===== config.mk =====
export PLATFORM = sky130hd
export DESIGN_NAME = wdt_top
export DESIGN_NICKNAME = d
export VERILOG_FILES = /design/src/hdl/wdt_pkg.sv /design/src/hdl/wdt_prescaler.sv /design/src/hdl/wdt_top.sv
export SDC_FILE = /design/constraint.sdc
export NUM_CORES = 1
export LEC_CHECK = 0
export BUFFER_PORTS_ARGS = -buffer_cell sky130_fd_sc_hd__buf_4
export CAP_MARGIN = 20
export CORE_MARGIN = 4
export CORE_UTILIZATION = 54
export CTS_CLUSTER_SIZE = 25
export DETAILED_ROUTE_END_ITERATION = 16
export GPL_TIMING_DRIVEN = 0
export PLACE_DENSITY = 0.76
export SLEW_MARGIN = 10
export SYNTH_ARGS = -nofsm -noshare
export SYNTH_HDL_FRONTEND = slang
export SYNTH_SLANG_ARGS = --single-unit

===== constraint.sdc =====
create_clock -name clk -period 4.05 [get_ports clk]
set_input_delay 0.2025 -clock clk [delete_from_list [all_inputs] [get_ports clk]]
set_output_delay 0.2025 -clock clk [all_outputs]
set_load 0.005 [all_outputs]

===== src/hdl/wdt_pkg.sv =====
package wdt_pkg;
  // ----------------------------------------------------------------
  // Timing
  // ----------------------------------------------------------------
  localparam int CLK_PERIOD_NS = 10;
  localparam int RST_TIME_NS = 1000;
  localparam int RST_CYCLES = (RST_TIME_NS + CLK_PERIOD_NS - 1) / CLK_PERIOD_NS;
  localparam int TICK_TIME_US = 1000;
  localparam int TICK_CYCLES = TICK_TIME_US * 1000 / CLK_PERIOD_NS;
  localparam int TIMEOUT_MIN_MS = 16;
  localparam int TIMEOUT_MAX_MS = 2100;
  localparam int CFG_SETTLE_CYCLES = 2;
  // ----------------------------------------------------------------
  // Fields and values
  // ----------------------------------------------------------------
  localparam int SEL_W = 3;
  localparam int CNT_W = 12;
  localparam logic [CNT_W-1:0] BASE_TICKS = CNT_W'(TIMEOUT_MIN_MS * 1000 / TICK_TIME_US);
  localparam logic [SEL_W-1:0] SEL_RESET = 3'h7;
  localparam logic [7:0] FEED_KEY_FIRST = 8'h1E;
  localparam logic [7:0] FEED_KEY_SECOND = 8'hE1;
  localparam int RST_CNT_W = 8;
endpackage


===== src/hdl/wdt_prescaler.sv =====
`timescale 1ns/100ps
module wdt_prescaler #(
  parameter int DIV = wdt_pkg::TICK_CYCLES
) (
  input wire logic clk,
  input wire logic reset_n,
  input wire logic run,
  output logic tick
);
  logic [31:0] div_reg;

  always_ff @(posedge clk or negedge reset_n) begin
    if (!reset_n) begin
      div_reg <= 32'h0;
      tick <= 1'b0;
    end else if (!run) begin
      div_reg <= 32'h0;
      tick <= 1'b0;
    end else if (div_reg == 32'(DIV - 1)) begin
      div_reg <= 32'h0;
      tick <= 1'b1;
    end else begin
      div_reg <= div_reg + 32'h1;
      tick <= 1'b0;
    end
  end
endmodule // wdt_prescaler


===== src/hdl/wdt_top.sv =====
// Functional notes
// In watchdog role the timer runs from its own clock, not the CPU clock.
// Watchdog role: software feeds regularly or CPU is reset; no way to stop it.
// With role disabled the timer serves as interval timer raising an interrupt.
// Timeout chosen by three-bit select, eight periods from 16 ms to about 2.1 s.
// Watchdog role: control register written once at init; later writes ignored.
// Software feeds first, then writes select; init safe within 10 ms.
// CPU oscillator stopping does not stop watchdog; it still resets the CPU.
// Chip reset from another source temporarily deactivates the watchdog timer.
// Feed is key 1Eh then E1h to feed register; only that pair restarts count.
// Other activity between the two key writes is allowed.
// Wrong or partial sequence does nothing; timeout keeps original schedule.
// Watchdog timeout asserts internal reset about one microsecond.
// Timeout in power-down restarts oscillator, holds execution until stable.
// Interval role: timeout sets overflow flag, requests interrupt, restarts count.
// After a good feed the key tracker waits again for the first key.
`timescale 1ns/100ps
module wdt_top #(
  parameter int TICK_DIV = wdt_pkg::TICK_CYCLES
) (
  input wire logic clk,
  input wire logic reset_n,
  input wire logic watchdog_role_enable_cfg,
  input wire logic chip_reset_req,
  input wire logic power_down,
  input wire logic osc_stable,
  input wire logic feed_wr,
  input wire logic [7:0] feed_data,
  input wire logic ctrl_wr,
  input wire logic [wdt_pkg::SEL_W-1:0] ctrl_data,
  input wire logic flag_clr,
  output logic cpu_reset_out,
  output logic osc_start_out,
  output logic exec_hold_out,
  output logic overflow_flag,
  output logic irq_out,
  output logic [wdt_pkg::SEL_W-1:0] timeout_select_field,
  output logic role_out
);
  // ----------------------------------------------------------------
  // Synchronisers and strap capture
  // ----------------------------------------------------------------
  logic ext_s1_reg, ext_s2_reg, pd_s1_reg, pd_s2_reg, st_s1_reg, st_s2_reg;
  logic cfg_s1_reg, cfg_s2_reg;
  logic [2:0] cfg_cnt_reg;
  logic cfg_done;
  logic [wdt_pkg::RST_CNT_W-1:0] rst_cnt_reg;
  logic [wdt_pkg::CNT_W-1:0] count_reg, limit;
  logic key1_seen_reg, sel_locked_reg, timeout_evt, feed_ok, run, tick;

  always_ff @(posedge clk or negedge reset_n) begin
    if (!reset_n) begin
      {ext_s1_reg, ext_s2_reg, pd_s1_reg, pd_s2_reg} <= 4'h0;
      {st_s1_reg, st_s2_reg, cfg_s1_reg, cfg_s2_reg} <= 4'h0;
    end else begin
      ext_s1_reg <= chip_reset_req;
      ext_s2_reg <= ext_s1_reg;
      pd_s1_reg <= power_down;
      pd_s2_reg <= pd_s1_reg;
      st_s1_reg <= osc_stable;
      st_s2_reg <= st_s1_reg;
      cfg_s1_reg <= watchdog_role_enable_cfg;
      cfg_s2_reg <= cfg_s1_reg;
    end
  end

  // Two sync stages, then settle, so the strap is seen before capture ends
  assign cfg_done = (cfg_cnt_reg == 3'(wdt_pkg::CFG_SETTLE_CYCLES + 2));

  always_ff @(posedge clk or negedge reset_n) begin
    if (!reset_n) begin
      cfg_cnt_reg <= 3'h0;
      role_out <= 1'b0;
    end else if (!cfg_done) begin
      cfg_cnt_reg <= cfg_cnt_reg + 3'h1;
      role_out <= cfg_s2_reg;
    end
  end

  // ----------------------------------------------------------------
  // Feed key tracker
  // ----------------------------------------------------------------
  assign feed_ok = feed_wr && key1_seen_reg && feed_data == wdt_pkg::FEED_KEY_SECOND;

  always_ff @(posedge clk or negedge reset_n) begin
    if (!reset_n) begin
      key1_seen_reg <= 1'b0;
    end else if (feed_wr) begin
      key1_seen_reg <= (feed_data == wdt_pkg::FEED_KEY_FIRST);
    end
  end

  // ----------------------------------------------------------------
  // Timeout select, locked once in watchdog role
  // ----------------------------------------------------------------
  always_ff @(posedge clk or negedge reset_n) begin
    if (!reset_n) begin
      timeout_select_field <= wdt_pkg::SEL_RESET;
      sel_locked_reg <= 1'b0;
    end else if (cpu_reset_out || ext_s2_reg) begin
      timeout_select_field <= wdt_pkg::SEL_RESET;
      sel_locked_reg <= 1'b0;
    end else if (ctrl_wr && cfg_done && !(role_out && sel_locked_reg)) begin
      timeout_select_field <= ctrl_data;
      sel_locked_reg <= role_out;
    end
  end

  // ----------------------------------------------------------------
  // Timeout counter on the block's own clock
  // ----------------------------------------------------------------
  assign run = cfg_done && !ext_s2_reg && !cpu_reset_out;
  assign limit = wdt_pkg::BASE_TICKS << timeout_select_field;
  // Select shrunk below the count: expire on the next tick, no wrap
  assign timeout_evt = run && tick && !feed_ok && count_reg >= limit - 12'h1;

  wdt_prescaler #(.DIV(TICK_DIV)) u_presc (
    .clk(clk),
    .reset_n(reset_n),
    .run(run),
    .tick(tick)
  );

  always_ff @(posedge clk or negedge reset_n) begin
    if (!reset_n) begin
      count_reg <= '0;
    end else if (!run || feed_ok || timeout_evt) begin
      count_reg <= '0;
    end else if (tick) begin
      count_reg <= count_reg + 12'h1;
    end
  end

  // ----------------------------------------------------------------
  // Watchdog reset and power-down wake
  // ----------------------------------------------------------------
  always_ff @(posedge clk or negedge reset_n) begin
    if (!reset_n) begin
      rst_cnt_reg <= '0;
      cpu_reset_out <= 1'b0;
    end else if (timeout_evt && role_out) begin
      rst_cnt_reg <= wdt_pkg::RST_CNT_W'(wdt_pkg::RST_CYCLES - 1);
      cpu_reset_out <= 1'b1;
    end else if (rst_cnt_reg != '0) begin
      rst_cnt_reg <= rst_cnt_reg - 8'h1;
    end else begin
      cpu_reset_out <= 1'b0;
    end
  end

  always_ff @(posedge clk or negedge reset_n) begin
    if (!reset_n) begin
      osc_start_out <= 1'b0;
      exec_hold_out <= 1'b0;
    end else if (timeout_evt && role_out && pd_s2_reg) begin
      osc_start_out <= 1'b1;
      exec_hold_out <= 1'b1;
    end else if (exec_hold_out && st_s2_reg && !cpu_reset_out) begin
      osc_start_out <= 1'b0;
      exec_hold_out <= 1'b0;
    end
  end

  // ----------------------------------------------------------------
  // Interval role overflow flag
  // ----------------------------------------------------------------
  always_ff @(posedge clk or negedge reset_n) begin
    if (!reset_n) begin
      overflow_flag <= 1'b0;
      irq_out <= 1'b0;
    end else if (timeout_evt && !role_out) begin
      overflow_flag <= 1'b1;
      irq_out <= 1'b1;
    end else if (flag_clr) begin
      overflow_flag <= 1'b0;
      irq_out <= 1'b0;
    end
  end

  // ----------------------------------------------------------------
  // Checks
  // ----------------------------------------------------------------
  chk_feed_restarts: assert property (@(posedge clk) disable iff (!reset_n)
    run && feed_ok |=> count_reg == '0)
    else $error("feed did not restart count");
  chk_key_rearm: assert property (@(posedge clk) disable iff (!reset_n)
    feed_ok |=> !key1_seen_reg)
    else $error("tracker not rearmed after feed");
  chk_bad_key_nop: assert property (@(posedge clk) disable iff (!reset_n)
    run && feed_wr && !feed_ok && !tick && !timeout_evt |=> count_reg == $past(count_reg))
    else $error("wrong key disturbed count");
  chk_reset_width: assert property (@(posedge clk) disable iff (!reset_n)
    $rose(cpu_reset_out) |-> ##99 cpu_reset_out ##1 !cpu_reset_out)
    else $error("watchdog reset width wrong");
  chk_wd_timeout_rst: assert property (@(posedge clk) disable iff (!reset_n)
    timeout_evt && role_out |=> cpu_reset_out && !overflow_flag)
    else $error("watchdog timeout without reset");
  chk_interval_flag: assert property (@(posedge clk) disable iff (!reset_n)
    timeout_evt && !role_out |=> overflow_flag && irq_out && !cpu_reset_out && count_reg == '0)
    else $error("interval timeout wrong");
  chk_sel_locked: assert property (@(posedge clk) disable iff (!reset_n)
    role_out && sel_locked_reg && ctrl_wr && !cpu_reset_out && !ext_s2_reg
    |=> $stable(timeout_select_field))
    else $error("locked select changed");
  chk_ext_reset_hold: assert property (@(posedge clk) disable iff (!reset_n)
    ext_s2_reg |=> count_reg == '0)
    else $error("count ran during chip reset");
  chk_pd_wake_hold: assert property (@(posedge clk) disable iff (!reset_n)
    exec_hold_out && !st_s2_reg |=> exec_hold_out && osc_start_out)
    else $error("hold released before oscillator stable");
  chk_hold_release: assert property (@(posedge clk) disable iff (!reset_n)
    exec_hold_out && st_s2_reg && !cpu_reset_out && !(timeout_evt && role_out && pd_s2_reg)
    |=> !exec_hold_out && !osc_start_out)
    else $error("hold kept after oscillator stable");
  chk_role_hold: assert property (@(posedge clk) disable iff (!reset_n)
    cfg_done |=> $stable(role_out))
    else $error("role changed after capture");
  chk_role_no_flag: assert property (@(posedge clk) disable iff (!reset_n)
    role_out |-> !overflow_flag && !irq_out)
    else $error("interval flag in watchdog role");
  chk_flag_clear: assert property (@(posedge clk) disable iff (!reset_n)
    flag_clr && !(timeout_evt && !role_out) |=> !overflow_flag && !irq_out)
    else $error("flag clear ignored");
  chk_sel_chip_rst: assert property (@(posedge clk) disable iff (!reset_n)
    ext_s2_reg |=> timeout_select_field == wdt_pkg::SEL_RESET)
    else $error("select not reset by chip reset");
endmodule // wdt_top


==> flow_summary.json <==
{
  "cts_tree": "built",
  "finalHoldViolCount": 33,
  "finalWorstSetupSlack_ns": 1.24,
  "p_per_area_nw_per_um2": 327,
  "timing.slew.headroom_pct": 40.5,
  "fin_crit_sh_pct": 69.3,
  "clkTransAtPathRegs_ns": 0.08,
  "seqCellArea_um2": 1830,
  "io_buffers": 28,
  "cts_buffers": 9,
  "coreArea_um2": 6870,
  "root_buffer": "clkbuf_8",
  "largest_reg_flops": 32,
  "start_util_pct": 56.4,
  "period_needed_ns": 2.81,
  "drv_cap": 0,
  "route.met2.wl_mm": 4.13,
  "fmax_mhz": 356,
  "num_vias": 3250,
  "dr_wl_met3_um": 303,
  "synth-edff-count": 0,
  "critPathKind": "flop to flop",
  "antenna_cells": 0,
  "dieArea_um2": 8600,
  "grt-ovfl-total": 0,
  "antenna_found_initial": 0,
  "crit_path_start_kind": "flop",
  "rsz0062_at_grt": "no",
  "syn_to_final_growth_pct": 15.8,
  "p_leak_nw": 1.76,
  "grt_pass1_vias": 3209,
  "synth.distinct_cells": 53,
  "drt-pass1-iter-count": 6,
  "nNetsFinal": 475,
  "yosysSeqAreaShare_pct": 47.2,
  "synth_area_um2": 3870,
  "synthFlopType": "dfrtp_1",
  "ios": 29,
  "path_max_fanout": 10,
  "async_reset_ff_share_pct": 100,
  "yosys_register_bits": 73,
  "top_layer": "met4",
  "antenna_left": 0,
  "h-tree-depth": 3,
  "skew_ns": 0.00787,
  "worstMarginPinSlew_ns": 0.892,
  "final_area_um2": 4490,
  "reg2reg_depth": 8,
  "syn-num-nets": 432,
  "holdWs_ns": -0.0330,
  "grt_max_degree": 74,
  "endpoint_kind": "flop",
  "met1_length_mm": 3.87,
  "dp.cells": 522,
  "finalSetupTns_ns": 0,
  "routed_wl_mm": 8.42,
  "die_h_um": 92.7,
  "drtIter0Drc": 177,
  "drive_gt1_share_pct": 13.5,
  "via_per_inst": 6.00,
  "finalNonFillerCells": 542,
  "hp-class": "primary input to async pin",
  "drc": 0,
  "setup_viol": 0,
  "dp_hpwl_mm": 5.97,
  "maxSlewViolCount": 0,
  "gp_congestion": 0.883,
  "finish.utilization_pct": 65.3,
  "pre_cts_ws_ns": 1.27,
  "failed_checks": "negative hold slack",
  "fillCellCount": 580,
  "grtUsageTotal_pct": 20.9,
  "arrival_ns": 3.02,
  "multi_input_area_um2": 1890,
  "syn_area_per_cell_um2": 9.74,
  "placementRows": 30,
  "netlist_instances": 398,
  "required_ns": 4.26,
  "grt_pass1_wl_mm": 14.6,
  "fp.dieW_um": 92.7,
  "peakVddDrop_mv": 0.252,
  "status": "finished, violations left",
  "clk-insertion-delay-late_ns": 0.35,
  "placed_cell_area_um2": 4210,
  "wl_per_cell_um": 15.5,
  "clock_sinks": 73,
  "ctsLongestPathBuffers": 2,
  "synth_warnings": 0
}
-- final cells by class --
cell class / count / share of cell area (%)
multi-input cells: 288 / 42.1
flip-flops and latches: 73 / 40.8
repair buffers: 32 / 5.58
clock buffers: 9 / 2.76
well taps: 96 / 2.68
clock inverters: 7 / 2.65
inverters: 21 / 1.76
plain buffers: 16 / 1.73
-- timing repair --
item / CTS / global route
hold buffers: 4 / 0
setup buffers: 0 / 0
endpoints found under the hold margin: 4 / 0
resized for setup: 0 / 0
setup endpoints to repair: 0 / 0
-- where the power goes --
part           switching (W)  internal (W)
Clock               0.000285      0.000409
Combinational      0.0000209     0.0000183
Sequential        0.00000256      0.000733
-- cells in the mapped netlist, types with 3 or more instances --
cell type	instances	area share, %
a21o_1	3	0.58
a21oi_1	33	4.3
a31oi_1	3	0.48
and2_1	3	0.48
and4_1	7	1.6
clkbuf_1	11	1.1
dfrtp_1	70	45
dfstp_2	3	2.0
ha_1	14	4.5
inv_1	21	2.0
mux2i_1	6	1.5
nand2_1	28	2.7
nand3_1	18	2.3
nand4_1	13	2.1
nor2_1	22	2.1
nor3_1	18	2.3
nor4_1	11	1.8
o2111ai_1	3	0.68
o21ai_0	13	1.7
o31ai_1	17	3.3
or3_1	8	1.3
or4_1	13	2.5
xnor2_1	17	3.8
xor2_1	5	1.1
-- metal layers --
| metal | vias up | track usage, % |
|---|---|---|
| li1 | 1584 | - |
| met5 | - | 0 |
| met1 | 1597 | 27.0 |
| met4 | 0 | 7.45 |
| met3 | 10 | 4.47 |
| met2 | 59 | 34.9 |
-- cell families (layout without fill, tap and decap cells) --
logic type	count (synthesis)	in the layout	share of synthesized area (%)
other	1	1	0.0968
AND/OR/NAND/NOR	155	155	22.4
XOR/XNOR	22	22	4.97
multiplexers	7	7	1.84
buffers and inverters	37	85	4.04
flip-flops	73	73	47.2
AO/OA/AOI/OAI	89	89	14.9
adder cells (fa/ha/maj)	14	14	4.52
-- layout by cell type (no fill, tap or decap), drive strengths merged, types with 14 or more instances in the layout --
master  Yosys  layout
clkbuf     11      20
inv        21      21
o31ai      18      18
ha         14      14
nor2       22      22
a21oi      34      34
dfrtp      70      70
nand3      19      19
xnor2      17      17
nor3       18      18
buf         5      33
nand2      28      28
or4        15      15
-- path summary, 6_finish.rpt --
path | from | to | slack (ns)
setup / recovery | timeout_select_field[2] | rst_cnt_reg[2] | 1.24
hold / removal | reset_n | count_reg[11] | -0.03
setup reg to reg | timeout_select_field[2] | rst_cnt_reg[2] | 1.24
hold reg to reg | st_s1_reg | st_s2_reg | 0.35
max in group asynchronous | reset_n | cfg_s2_reg | 3.50
min in group clk | flag_clr | irq_out | 0.03
-- critical path: stages, from the launching register on --
cell,delay (ns)
dfstp_2,0.54
clkbuf_1,0.28
o21ai_0,0.15
ha_1,0.29
nand4_1,0.24
nor3_1,0.33
o31a_1,0.29
clkbuf_1,0.40
a21oi_1,0.13
-- per-stage QoR --
stage | total power, W | hold WS [ns]
finish | 0.00147 | -0.0330
global route | 0.00152 | 0.0299
CTS | 0.00148 | 0.0155
detailed placement | 0.000788 | 0.313
global placement | 0.000786 | 0.312
floorplan | 0.000755 | -0.0931
(Power assumes the default switching activity.)
